**src/rtl/option_regs_pkg.sv**
```systemverilog
// ============================================================================
// Option register package
// ============================================================================
// Purpose: Offsets, field positions, reset values and timing constants
// Assumes: 25 MHz system clock
// Notes:   Shared by the option register bank and its millisecond timers
`default_nettype none

package option_regs_pkg;

  // ==========================================================================
  // Register offsets and reset values
  // ==========================================================================
  localparam logic [7:0] REG_ENABLE_OFFSET   = 8'h67;  // Regulator enable register
  localparam logic [7:0] IFACE_OPT_OFFSET    = 8'h7c;  // Interface and protection options
  localparam logic [7:0] CURRENT_OPT_OFFSET  = 8'h7d;  // Current limit and mask options
  localparam logic [7:0] IFACE_OPT_RESET     = 8'h00;
  localparam logic [7:0] CURRENT_OPT_RESET   = 8'h00;
  localparam logic [3:0] REG_ENABLE_RESET    = 4'h0;

  // ==========================================================================
  // Field positions, interface and protection options
  // ==========================================================================
  localparam int ADDR_SELECT_BIT    = 7;  // Bus address low bits select
  localparam int MANUAL_CTRL_BIT    = 6;  // Bus control of regulators
  localparam int PERSIST_FILTER_BIT = 5;  // Window fault persistence filter
  localparam int CRC_ENABLE_BIT     = 4;  // Transaction check bytes
  localparam int SHORT_WAIT_BIT     = 3;  // Short reset-low and restart wait
  localparam int NEG_THRESH_BIT     = 2;  // Negative current threshold select
  localparam int FIRST_LIM_HI_BIT   = 1;  // First current limit high bit
  localparam int FIRST_LIM_LO_BIT   = 0;  // First current limit low bit

  // Field positions, current limit and mask options
  localparam int THIRD_LIM_LSB      = 6;  // Third buck limit field
  localparam int SECOND_LIM_LSB     = 4;  // Second buck limit field
  localparam int PG_IGNORE_LSB      = 0;  // Power-good ignore field

  // Bus address
  localparam logic [4:0] ADDR_UPPER    = 5'h13;  // Fixed upper bits 10011
  localparam logic [1:0] ADDR_LOW_CLR  = 2'h1;   // Low bits when select clear
  localparam logic [1:0] ADDR_LOW_SET  = 2'h2;   // Low bits when select set

  // Output index in power-good and enable vectors
  localparam int OUT_BUCK1 = 0;
  localparam int OUT_BUCK2 = 1;
  localparam int OUT_BUCK3 = 2;
  localparam int OUT_LDO   = 3;

  // ==========================================================================
  // Timing
  // ==========================================================================
  localparam int CLK_PERIOD_NS  = 40;
  localparam int NS_PER_MS      = 1000000;
  localparam int CYCLES_PER_MS  = NS_PER_MS / CLK_PERIOD_NS;
  localparam int LONG_WAIT_MS   = 200;  // Long reset-low and wait time
  localparam int SHORT_WAIT_MS  = 20;   // Short reset-low and wait time
  localparam int FILTER_MS      = 30;   // Persistence filter time
  localparam int MS_WIDTH       = 8;    // Width of millisecond counters

  // ==========================================================================
  // Decoded current limits
  // ==========================================================================
  typedef enum logic [1:0] {HV_LIM_1P50, HV_LIM_1P20, HV_LIM_1P75} hv_limit_t;
  typedef enum logic [1:0] {LV_LIM_1P20, LV_LIM_0P96, LV_LIM_1P56} lv_limit_t;

endpackage : option_regs_pkg

`default_nettype wire

```
**src/rtl/ms_countdown.sv**
```systemverilog
// ============================================================================
// Millisecond countdown
// ============================================================================
// Purpose: Loadable down-counter advanced by a one-cycle millisecond tick
// Assumes: Tick is a single-cycle enable on the same clock
// Notes:   Load wins over counting; busy while the count is non-zero
`default_nettype none

module ms_countdown
  import option_regs_pkg::*;
#(
  parameter int WIDTH = MS_WIDTH
) (
  // Clock and reset
  input  wire logic             clk,
  input  wire logic             arst_n,
  // Control
  input  wire logic             load,
  input  wire logic [WIDTH-1:0] load_ms,
  input  wire logic             tick,
  // Status
  output logic                  busy
);

  logic [WIDTH-1:0] count;       // Remaining milliseconds
  logic [WIDTH-1:0] next_count;  // Next remaining milliseconds

  // Next count: load, else step down on tick
  always_comb begin
    next_count = count;
    if (load) begin
      next_count = load_ms;
    end else if (tick && count != '0) begin
      next_count = count - WIDTH'(1);
    end
  end

  // Count register
  always_ff @(posedge clk or negedge arst_n) begin
    if (!arst_n) begin
      count <= '0;
    end else begin
      count <= next_count;
    end
  end

  assign busy = (count != '0);
endmodule : ms_countdown

`default_nettype wire

```
**src/rtl/option_registers.sv**
```systemverilog
// ============================================================================
// Option register bank
// ============================================================================
// Purpose: Two option registers, regulator enable register, reset output
// Assumes: Register port driven by the bus engine on the same clock
// Notes:   Window and shutdown inputs come from analog and are synchronised
`default_nettype none

module option_registers
  import option_regs_pkg::*;
#(
  parameter int TICK_CYCLES = CYCLES_PER_MS  // Cycles per millisecond tick
) (
  // Clock and reset
  input  wire logic       clk,
  input  wire logic       arst_n,
  // Register port from bus engine
  input  wire logic       reg_write,
  input  wire logic       reg_read,
  input  wire logic [7:0] reg_addr,
  input  wire logic [7:0] reg_wdata,
  output logic      [7:0] reg_rdata,
  output logic            reg_rvalid,
  // Factory option load
  input  wire logic       otp_load,
  input  wire logic [7:0] otp_iface_opt,
  input  wire logic [7:0] otp_current_opt,
  // Monitors and fault manager
  input  wire logic       seq_option,
  input  wire logic [3:0] power_good,
  input  wire logic       output_shutdown,
  input  wire logic       window_watchdog_fault,
  input  wire logic       sequence_fault,
  input  wire logic       other_fault,
  input  wire logic       enable_release,
  input  wire logic [3:0] sequencer_regulator_on,
  // Configuration outputs
  output logic      [6:0] bus_address,
  output logic            crc_enable,
  output logic            sequencer_disable,
  output logic      [3:0] regulator_on,
  output logic            negative_current_threshold_select,
  output hv_limit_t       first_limit,
  output lv_limit_t       second_buck_current_limit,
  output lv_limit_t       third_buck_current_limit,
  output logic      [3:0] power_good_ignore,
  // Reset and restart
  output logic            rst_out_n,
  output logic            restart_wait
);

  // ==========================================================================
  // Decode functions
  // ==========================================================================
  // Buck current limit: 0x, 10, 11
  function automatic lv_limit_t lv_decode(input logic [1:0] code);
    if (!code[1]) begin
      return LV_LIM_1P20;
    end else if (!code[0]) begin
      return LV_LIM_0P96;
    end else begin
      return LV_LIM_1P56;
    end
  endfunction

  // True when a register access hits the given offset
  function automatic logic hit(input logic [7:0] addr, input logic [7:0] offset);
    return addr == offset;
  endfunction

  // ==========================================================================
  // Registers
  // ==========================================================================
  logic [7:0] iface_opt;         // Interface and protection options
  logic [7:0] current_opt;       // Current limit and mask options
  logic [3:0] reg_enable;        // Regulator enable register bits 3:0
  logic [7:0] next_iface_opt;
  logic [7:0] next_current_opt;
  logic [3:0] next_reg_enable;
  logic [7:0] next_rdata;
  logic       next_rvalid;

  // Next register values; factory load wins over bus writes
  always_comb begin
    next_iface_opt   = iface_opt;
    next_current_opt = current_opt;
    next_reg_enable  = reg_enable;
    next_rdata       = reg_rdata;
    next_rvalid      = 1'b0;
    if (otp_load) begin
      // Factory load may set the manual bit
      next_iface_opt   = otp_iface_opt;
      next_current_opt = {otp_current_opt[7:4], 2'h0, otp_current_opt[1:0]};
    end else if (reg_write) begin
      if (hit(reg_addr, IFACE_OPT_OFFSET)) begin
        // Bus write keeps the manual bit as it is
        next_iface_opt = reg_wdata;
        next_iface_opt[MANUAL_CTRL_BIT] = iface_opt[MANUAL_CTRL_BIT];
      end
      if (hit(reg_addr, CURRENT_OPT_OFFSET)) begin
        // Reserved bits 3:2 stay zero
        next_current_opt = {reg_wdata[7:4], 2'h0, reg_wdata[1:0]};
      end
      if (hit(reg_addr, REG_ENABLE_OFFSET) && iface_opt[MANUAL_CTRL_BIT]) begin
        // Bus control of regulators only in manual mode
        next_reg_enable = reg_wdata[3:0];
      end
    end
    if (reg_read) begin
      // Read data, unmapped offsets read zero
      next_rvalid = 1'b1;
      if (hit(reg_addr, IFACE_OPT_OFFSET)) begin
        next_rdata = iface_opt;
      end else if (hit(reg_addr, CURRENT_OPT_OFFSET)) begin
        next_rdata = current_opt;
      end else if (hit(reg_addr, REG_ENABLE_OFFSET)) begin
        next_rdata = {4'h0, reg_enable};
      end else begin
        next_rdata = 8'h00;
      end
    end
  end

  // Register storage
  always_ff @(posedge clk or negedge arst_n) begin
    if (!arst_n) begin
      iface_opt   <= IFACE_OPT_RESET;
      current_opt <= CURRENT_OPT_RESET;
      reg_enable  <= REG_ENABLE_RESET;
      reg_rdata   <= 8'h00;
      reg_rvalid  <= 1'b0;
    end else begin
      iface_opt   <= next_iface_opt;
      current_opt <= next_current_opt;
      reg_enable  <= next_reg_enable;
      reg_rdata   <= next_rdata;
      reg_rvalid  <= next_rvalid;
    end
  end

  // ==========================================================================
  // Configuration decode
  // ==========================================================================
  logic       filter_en;   // Persistence filter enabled
  logic       short_wait;  // 20ms instead of 200ms
  logic [1:0] ignore_sel;  // Power-good ignore field

  assign filter_en  = iface_opt[PERSIST_FILTER_BIT];
  assign short_wait = iface_opt[SHORT_WAIT_BIT];
  assign ignore_sel = current_opt[PG_IGNORE_LSB +: 2];

  // Address low bits chosen by the select bit
  assign bus_address = {ADDR_UPPER,
                        iface_opt[ADDR_SELECT_BIT] ? ADDR_LOW_SET : ADDR_LOW_CLR};
  assign crc_enable = iface_opt[CRC_ENABLE_BIT];
  assign sequencer_disable = iface_opt[MANUAL_CTRL_BIT];
  // Regulators from bus register in manual mode, else from sequencer
  assign regulator_on = sequencer_disable ? reg_enable : sequencer_regulator_on;
  // Severe low-side threshold is fixed, only negative threshold moves
  assign negative_current_threshold_select = iface_opt[NEG_THRESH_BIT];
  assign second_buck_current_limit = lv_decode(current_opt[SECOND_LIM_LSB +: 2]);
  assign third_buck_current_limit  = lv_decode(current_opt[THIRD_LIM_LSB +: 2]);

  // First current limit: 00, x1, 10
  always_comb begin
    if (iface_opt[FIRST_LIM_LO_BIT]) begin
      first_limit = HV_LIM_1P20;
    end else if (iface_opt[FIRST_LIM_HI_BIT]) begin
      first_limit = HV_LIM_1P75;
    end else begin
      first_limit = HV_LIM_1P50;
    end
  end

  // Cumulative ignore mask, order set by sequence option
  always_comb begin
    power_good_ignore = 4'h0;
    if (!seq_option) begin
      power_good_ignore[OUT_LDO]   = (ignore_sel >= 2'h1);
      power_good_ignore[OUT_BUCK3] = (ignore_sel >= 2'h2);
      power_good_ignore[OUT_BUCK2] = (ignore_sel == 2'h3);
    end else begin
      power_good_ignore[OUT_BUCK3] = (ignore_sel >= 2'h1);
      power_good_ignore[OUT_BUCK2] = (ignore_sel >= 2'h2);
      power_good_ignore[OUT_LDO]   = (ignore_sel == 2'h3);
    end
  end

  // ==========================================================================
  // Analog input synchronisers
  // ==========================================================================
  logic [4:0] sync_meta;  // First stage
  logic [4:0] sync_out;   // Second stage
  logic [3:0] pg_sync;    // Synchronised power-good
  logic       shut_sync;  // Synchronised output shutdown

  // Two flip-flops per analog level
  always_ff @(posedge clk or negedge arst_n) begin
    if (!arst_n) begin
      sync_meta <= 5'h0f;
      sync_out  <= 5'h0f;
    end else begin
      sync_meta <= {output_shutdown, power_good};
      sync_out  <= sync_meta;
    end
  end

  assign pg_sync   = sync_out[3:0];
  assign shut_sync = sync_out[4];

  // ==========================================================================
  // Millisecond tick and timers
  // ==========================================================================
  localparam int TW = $clog2(TICK_CYCLES + 1);
  logic [TW-1:0] div_count;       // Tick divider
  logic [TW-1:0] next_div_count;
  logic          ms_tick;         // One-cycle millisecond enable

  // Divider next value
  always_comb begin
    ms_tick        = (div_count == TW'(TICK_CYCLES - 1));
    next_div_count = ms_tick ? '0 : div_count + TW'(1);
  end

  // Divider register
  always_ff @(posedge clk or negedge arst_n) begin
    if (!arst_n) begin
      div_count <= '0;
    end else begin
      div_count <= next_div_count;
    end
  end

  logic                wait_fault;   // Watchdog or sequence fault
  logic [MS_WIDTH-1:0] sel_ms;       // Selected wait duration
  logic [MS_WIDTH-1:0] pulse_ms;     // Reset pulse duration
  logic                pulse_busy;   // Reset-low pulse running
  logic                window_fault; // Non-ignored output out of window
  logic                filter_busy;  // Persistence not yet reached
  logic                filtered;     // Window fault after filtering

  assign wait_fault = window_watchdog_fault | sequence_fault;
  assign sel_ms = short_wait ? MS_WIDTH'(SHORT_WAIT_MS) : MS_WIDTH'(LONG_WAIT_MS);
  // Other faults always take the long pulse
  assign pulse_ms = other_fault ? MS_WIDTH'(LONG_WAIT_MS) : sel_ms;

  // Reset-low pulse after a watchdog, sequence or other fault event
  ms_countdown #(.WIDTH(MS_WIDTH)) u_pulse (
    .clk     (clk),
    .arst_n  (arst_n),
    .load    (wait_fault | other_fault),
    .load_ms (pulse_ms),
    .tick    (ms_tick),
    .busy    (pulse_busy)
  );

  // Hiccup wait and enable restart lockout share the selected time
  ms_countdown #(.WIDTH(MS_WIDTH)) u_restart (
    .clk     (clk),
    .arst_n  (arst_n),
    .load    (wait_fault | enable_release),
    .load_ms (sel_ms),
    .tick    (ms_tick),
    .busy    (restart_wait)
  );

  // Persistence filter, held loaded while no window fault
  ms_countdown #(.WIDTH(MS_WIDTH)) u_filter (
    .clk     (clk),
    .arst_n  (arst_n),
    .load    (!window_fault),
    .load_ms (MS_WIDTH'(FILTER_MS)),
    .tick    (ms_tick),
    .busy    (filter_busy)
  );

  assign window_fault = |(~pg_sync & ~power_good_ignore);
  assign filtered = window_fault && !(filter_en && filter_busy);
  // Shutdown bypasses the filter
  assign rst_out_n = !(pulse_busy || filtered || shut_sync);
endmodule : option_registers

`default_nettype wire

```
**config.mk**
```make
export PLATFORM = sky130hd
export DESIGN_NAME = option_registers
export DESIGN_NICKNAME = d
export VERILOG_FILES = /design/src/rtl/option_regs_pkg.sv /design/src/rtl/ms_countdown.sv /design/src/rtl/option_registers.sv
export SDC_FILE = /design/constraint.sdc
export NUM_CORES = 1
export LEC_CHECK = 0
export ABC_AREA = 1
export ABC_CLOCK_PERIOD_IN_PS = 2400
export CAP_MARGIN = 30
export CORE_MARGIN = 4
export CORE_UTILIZATION = 55
export DETAILED_ROUTE_END_ITERATION = 8
export DONT_BUFFER_PORTS = 1
export PLACE_DENSITY = 0.78
export SLEW_MARGIN = 20
export SYNTH_ARGS = -nofsm -noshare
export SYNTH_HDL_FRONTEND = slang
export SYNTH_SLANG_ARGS = --single-unit
```
**constraint.sdc**
```tcl
create_clock -name clk -period 2.4 [get_ports clk]
set_input_delay 0.12 -clock clk [delete_from_list [all_inputs] [get_ports clk]]
set_output_delay 0.12 -clock clk [all_outputs]
set_load 0.01 [all_outputs]
```
==> results.md, run 1 <==
- Worst slew margin: 51.8%
- Port-buffer cells: 0
- Req. time, crit path: 2.28 ns
- Post-route ant nets: 0
- Number of unique standard cell types used by synthesis: 37
- Initial antenna violation count: 0
- Postcts setup bufs: 0
- Initial Util: 56.7%
- Status: finished, final reports clean
- Post-DP HPWL: between 7000 and 8000 um
- Cell family with most CP delay: simple AND/OR/NAND/NOR gates
- Share of total power in combinational logic: 19.2%
- CP Buf/Inv Count: 1
- Pwr Density: ~630 nW/um^2
- Critical path cell sequence: inv_1 -> ha_1 -> nand4_1 -> or2_2 -> a21oi_1
- Synth top area cells: dfrtp_1, nand2_1, inv_1, nand3_1, nor2_1
- Net load switching power: 1000 uW
- Register area share after synthesis: 43.4%
- Die height: 97.4 um
- Final Total Pwr: 3120 uW
- Root Buffer Master: clkbuf_8
- Synthesis-stage register bit count: 76
- CTS tree: built
- DR pass1 iterations: 4
- Area share of the largest cell type after synthesis: 38.7%
- IO Pins: 86
- Post-synth top cells: nand2_1, inv_1, nor2_1
- Clock power share: between 30% and 40%
- Vias in the first global route: 3768
- Fin. max-slew vios: 0
- Max-cap viol count: 0
- Mapped cell area: 4400 sq um
- Max VDD drop: 0.285 mV
- Nets@finish: 675
- Number of synthesized flops with an enable pin: 0
- Asr flop ratio synth: 100%
- CP Launch Type: flop
- Die area: around 9500 sq um
- Drt first-iter violations: 156
- First-pass GRT wire length: around 17000 um
- Clock sink count: 76
- Clock-pin slew on the worst setup and hold paths: 0.08 ns
- Gr usage total: around 22%
- Core ar.: 7770 sq um
- CP Capture Type: output pin
- Worst-skew pair later-pin latency: 0.36 ns
- Num CTS Buffers: 9
- Final Hold Violating Endpoints: 0
- Min-delay worst type: input port to flop
- Fillers: 663
- Int Power: 2110 uW
- Vias: 3862
- Area added between synthesis and finish: 11.7%
- Min Clock Period, post-route: roughly 2.0 ns
- Seq. cell area: 1910 sq um
- Antenna Cells: 0
- Inst Count DP: 681
- Final Cycle Share: 82.8%
- Die X-Extent: 97.4 um
- Syn Area/Cell: 7.41 sq um
- Final wirelength: between 10000 and 15000 um
- Setup TNS: 0 ns
- Count leader, synth: nand2_1
- Ys flop type: dfrtp_1
- Drt wl/cell: 13.9 um
- Leakage: 0.00250 uW
- CP Max Fanout: 5
- DRC viols: 0
- Placement Rows: 32
- Yosys warnings: 0
- Flop2flop setup slack: around 0.69 ns
- Remaining Overflow, GRT: 0
- Cell type with the largest total area after synthesis: dfrtp_1
- GPL Wtd Cong: 0.892
- Switching share of power: 32.2%
- Largest net degree at the start of global routing: 77
- Worst-margin pin slew: roughly 0.72 ns
- Area occupied by multi-input gates: 2080 sq um
- Worst clock skew: 0.0103 ns
- WP data arrival: around 1.9 ns
- Layout cells sized above 1: 9.16%
- Vias per inst: 5.33
- RSZ-0062 raised after global routing: no
- Sequential Power Share: between 40% and 50%
- Mapped Cells: 594
- CP Class: flop to output pin
- PostCTS Resize Cnt: 0
- Final core occ: 63.3%
- Maximum clock rate: 0.503 GHz
- Critical Path Slowest Stage Cell: dfrtp_1
- Hold_buf cts: 27
- Setup violations, final: 0
- Clock Tree Buf Depth: 2
- Layout Cells excl Fill: 724
- Htree depth: 3
- Crit path largest cell delay: 0.40 ns
-- layout by cell type, fill, tap and decap left out, types with 5 or more instances in the layout --
master	synthesis	layout
a21oi_1	18	18
clkbuf_8	0	9
conb_1	2	6
dfrtp_1	68	68
dfstp_2	8	8
dlygate4sd3_1	0	26
ha_1	7	7
inv_1	79	79
nand2_1	162	162
nand3_1	56	56
nand4_1	9	9
nor2_1	71	71
nor2_4	5	5
nor3_1	6	6
o21ai_0	20	20
o21ai_1	16	16
xnor2_1	5	5
xor2_1	7	7
-- through the flow --
step	hold slack (ns)	worst slack (ns)	area [sq um]
4_1_cts	0.00111	0.390	4920
5_1_grt	0.0200	0.338	4920
3_5_place_dp	-0.172	0.729	4420
3_3_place_gp	-0.173	0.819	4420
6_report	0.00445	0.412	4920
2_1_floorplan	-0.176	0.980	4420
-- worst min-delay path: cells and delay by family --
kind / cells / cell delay [ns]
AOI/OAI and AO/OA: 2 / 0.12
and+or+nand+nor: 2 / 0.08
-- flip-flops by register name (all words and copies together) (netlist names) --
| signal | flops |
|---|---|
| current_opt | 6 |
| u_pulse.count | 8 |
| u_restart.count | 8 |
| sync_out | 5 |
| reg_rvalid | 1 |
| div_count | 15 |
| reg_rdata | 8 |
| u_filter.count | 8 |
| iface_opt | 8 |
| sync_meta | 5 |
| reg_enable | 4 |
-- logic make-up after synthesis --
family | synth area share [%]
DFF | 43.4
xor gates and xnor gates | 2.39
other | 0.171
and+or+nand+nor | 34.5
AOI/OAI and AO/OA | 6.85
adders and majority gates | 1.99
buffers and inverters | 9.64
muxes | 1.02
-- layout make-up --
| cell class | count | share of cell area, % |
|---|---|---|
| sequential | 76 | 38.9 |
| multi-input combinational | 422 | 42.3 |
| clock buffer | 9 | 2.52 |
| inverter | 81 | 6.18 |
| tap | 102 | 2.60 |
| clock inverter | 7 | 1.65 |
| timing repair buffer | 27 | 5.85 |
-- worst paths after layout --
| path | startpoint | to | depth (start not counted) |
|---|---|---|---|
| min in group asynchronous | arst_n | u_restart.count[6]$_DFFE_PN0P_ | 2 |
| setup reg to reg | u_restart.count[0]$_DFFE_PN0P_ | u_restart.count[1]$_DFFE_PN0P_ | 7 |
| hold reg to reg | sync_meta[1]$_DFF_PN1_ | sync_out[1]$_DFF_PN1_ | 0 |
| max in group asynchronous | arst_n | sync_meta[3]$_DFF_PN1_ | 2 |
| setup / recovery | u_pulse.count[0]$_DFFE_PN0P_ | rst_out_n | 5 |
| hold / removal | otp_load | iface_opt[3]$_DFFE_PN0P_ | 4 |
-- power by group through the flow --
stage,clock (uW),combinational (uW),sequential (uW)
floorplan,0,470,1480
global placement,0,496,1500
detailed placement,0,522,1510
CTS,1040,595,1480
global route,1110,682,1500
finish,1030,598,1490
-- per-layer routing --
metal  vias to the layer above  GRT usage, %  wire length, um
li1                       1905             -                -
met1                      1830          26.4             4220
met2                       110          38.3             5170
met3                        17          3.37              472
met4                         0          8.09              206
met5                         -             0                0
No activity file was read; power rests on OpenSTA's default activity.
==> inputs of run 2 (changes only) <==
--- a/config.mk
+++ b/config.mk
@@ -6,13 +6,13 @@
 export NUM_CORES = 1
 export LEC_CHECK = 0
 export ABC_AREA = 1
-export ABC_CLOCK_PERIOD_IN_PS = 2400
+export ABC_CLOCK_PERIOD_IN_PS = 1600
 export CAP_MARGIN = 30
 export CORE_MARGIN = 4
 export CORE_UTILIZATION = 55
 export DETAILED_ROUTE_END_ITERATION = 8
 export DONT_BUFFER_PORTS = 1
-export PLACE_DENSITY = 0.78
+export PLACE_DENSITY = 0.81
 export SLEW_MARGIN = 20
 export SYNTH_ARGS = -nofsm -noshare
 export SYNTH_HDL_FRONTEND = slang
==> constraint.sdc (replaced) <==
create_clock -name clk -period 1.6 [get_ports clk]
set_input_delay 0.08 -clock clk [delete_from_list [all_inputs] [get_ports clk]]
set_output_delay 0.08 -clock clk [all_outputs]
set_load 0.01 [all_outputs]
==> run 2 against run 1 <==
Effect of this change:
- the flow now finishes with violations (hold timing, setup timing)
- worst hold slack worse by 0.60 ns
- critical endpoint unchanged
- largest power group unchanged
- routed wire length increased by 9.7%
- clock-buffer cell count unchanged
- sequential power grew 50%
- power grew 46%
==> results.md, run 2 (synthesis gave the netlist of run 1 again) <==
- Status: finished with violations
- Failing checks: hold timing, setup timing
- Maximum clock rate: about 0.59 GHz
- Post-DP HPWL: 7260 um (+1.7%)
- Clock Tree Buf Depth: 2 (unchanged)
- Vias per inst: 5.36 (+0.42%)
- Gr usage total: 22.9% (+1.3 points)
- Area added between synthesis and finish: 17.2%
- Max VDD drop: 0.543 mV (+91%)
- Most common cell after layout, fill and taps aside: nand2_1
- Clock sink count: 76 (unchanged)
- Req. time, crit path: 1.52 ns (-0.76 ns)
- Seq. cell area: 1910 sq um (unchanged)
- CP Capture Type: output pin
- Hold WS: -0.593 ns (-0.597 ns)
- CTS tree: built
- Net load switching power: 1500 uW (+49%)
- Met2 usage: 41.0% (+2.7 points)
- Htree depth: 3 (unchanged)
- IO Pins: 86 (unchanged)
- Root Buffer Master: clkbuf_8
- Num CTS Buffers: 9 (unchanged)
- Setup violations, final: 1 (+1)
- CP Class: flop to output pin
- Final Total Pwr: 4550 uW (+46%)
- CP Launch Type: flop
- Drt wl/cell: 14.7 um (+5.7%)
- Fillers: 600 (-9.5%)
- Share of total power in combinational logic: 21.6% (+2.4 points)
- Clock-pin slew on the worst setup and hold paths: 0.08 ns (about the same)
- Die height: 97.4 um (unchanged)
- Final Cycle Share: 106%
- RSZ-0062 raised after global routing: yes
- Leakage: 0.00263 uW (+4.9%)
- Antenna Cells: 0 (unchanged)
- Die area: 9500 sq um (unchanged)
- Placement Rows: 32 (unchanged)
- Vias in the first global route: 4040 (+7.2%)
- Worst-skew pair later-pin latency: 0.36 ns (about the same)
- Hold_buf cts: 28 (+3.7%)
- Vias: 4023 (+4.2%)
- Worst clock skew: 0.00861 ns (-0.00167 ns)
- Sequential Power Share: 49.0% (+1.3 points)
- WP data arrival: 1.61 ns (-0.26 ns)
- Place WS: 0.0928 ns (-0.636 ns)
- Pwr Density: 882 nW/um^2 (+39%)
- Layout cells sized above 1: 15.1% (+5.9 points)
- GPL Wtd Cong: 0.850 (-4.7%)
- Drt first-iter violations: 243 (+56%)
- GRT met1 Usage: 26.5% (+0.16 points)
- Final Hold Violating Endpoints: 76 (+76)
- Final wirelength: 11000 um (+9.7%)
- Reg with most FFs: div_count
- Post-route ant nets: 0 (unchanged)
- Final setup margin: -0.0926 ns (-0.504 ns)
- Commonest non-fill, non-tap cells in the layout: nand2_1, inv_1, dfrtp_1
- Clock power share: 29.4% (-3.7 points)
- Die X-Extent: 97.4 um (unchanged)
- First-pass GRT wire length: 18000 um (+5.5%)
- Area occupied by multi-input gates: 2170 sq um (+4.2%)
- Largest net degree at the start of global routing: 77 (unchanged)
- Initial antenna violation count: 0 (unchanged)
- Int Power: 3050 uW (+44%)
- Core ar.: 7770 sq um (unchanged)
- Min Clock Period, post-route: about 1.7 ns
- DRC viols: 0 (unchanged)
- Switching share of power: 32.9% (+0.72 points)
- Remaining Overflow, GRT: 0 (unchanged)
- Min-delay worst type: input port to asynchronous set/reset pin
- M3 GR Usage: 4.16% (+0.79 points)
- DR pass1 iterations: 5 (+1)
- Busiest grt layer: met2
- Initial Util: 56.7% (unchanged)
- Max-cap viol count: 0 (unchanged)
- Fin. max-slew vios: 0 (unchanged)
- CP Max Fanout: 2 (-3)
- Port-buffer cells: 0 (unchanged)
- Largest register FFs: 15 (unchanged)
- Worst-margin pin slew: 0.746 ns (+0.0257 ns)
- Worst slew margin: 50.3% (-1.5 points)
- Nets@finish: 702 (+4.0%)
[run 2: changes by cell type in the layout (fill, tap and decap cells not counted), sizes merged]
| cell | before | now |
|---|---|---|
| buf | 1 | 25 |
| dlygate4sd3 | 26 | 27 |
| clkinv | 1 | 3 |
| nand2 | 168 | 169 |
| dlymetal6s4s | 0 | 1 |
| inv | 85 | 83 |
| clkinvlp | 1 | 2 |
| bufinv | 1 | 0 |
[run 2: layout make-up]
| cell class | instances | area share (%) |
|---|---|---|
| inverter | 81 | 5.90 |
| tap | 102 | 2.48 |
| timing repair buffer | 53 | 9.12 |
| multi-input combinational | 423 | 42.0 |
| clock inverter | 7 | 0.995 |
| clock buffer | 9 | 2.40 |
| sequential | 76 | 37.1 |
[run 2: metal layers]
metal | routed length, um | vias to the layer above | share of wire [%]
met5 | 0 | - | 0
met3 | 630 | 30 | 5.7
met4 | 324 | 0 | 2.9
met1 | 4420 | 1882 | 40
met2 | 5670 | 157 | 51
li1 | - | 1954 | -
[run 2: through the flow]
step / std cells / instance area [sq um] / TNS [ns] / util [%]
floorplan: 598 / 4420 / 0 / -
global placement: 690 / 4490 / 0 / 57.8
detailed placement: 690 / 4490 / 0 / 57.8
CTS: 741 / 5020 / -0.0737 / 64.6
global route: 751 / 5160 / -0.280 / 66.4
finish: 751 / 5160 / -0.0926 / 66.4
[run 2: worst paths after layout]
check | from | endpoint | slack, ns | depth (start not counted)
worst max-delay path | u_pulse.count[1]$_DFFE_PN0P_ | rst_out_n | -0.09 | 6
worst min-delay path | arst_n | u_restart.count[4]$_DFFE_PN0P_ | -0.59 | 0
worst max register to register | u_pulse.count[0]$_DFFE_PN0P_ | u_pulse.count[4]$_DFFE_PN0P_ | 0.03 | 9
worst min register to register | sync_meta[2]$_DFF_PN1_ | sync_out[2]$_DFF_PN1_ | 0.36 | 0
max in group asynchronous | arst_n | sync_meta[3]$_DFF_PN1_ | 1.98 | 0
min in group clk | reg_wdata[7] | iface_opt[7]$_DFFE_PN0P_ | 0.03 | 4
[run 2: repair_timing]
| item | 4_1_cts | 5_1_grt |
|---|---|---|
| setup buffers | 7 | 10 |
| resized for setup | 6 | 18 |
| endpoints found under the setup margin | 1 | 28 |
| endpoints found under the hold margin | 116 | 76 |
| gates cloned | 0 | 1 |
| pin swaps | 1 | 9 |
[run 2: critical path, stage by stage, from the launching register on]
cell and delay (ns):
dfrtp_1 0.40, inv_2 0.09, ha_4 0.12, nand4_1 0.11
or2_4 0.26, a21oi_2 0.13, buf_4 0.14
[run 2: power groups by stage]
stage / registers [uW] / logic, uW / clock network [uW]
6_report: 2230 / 981 / 1340
5_1_grt: 2250 / 1100 / 1450
4_1_cts: 2220 / 905 / 1360
3_5_place_dp: 2250 / 809 / 0
3_3_place_gp: 2250 / 766 / 0
2_1_floorplan: 2220 / 704 / 0
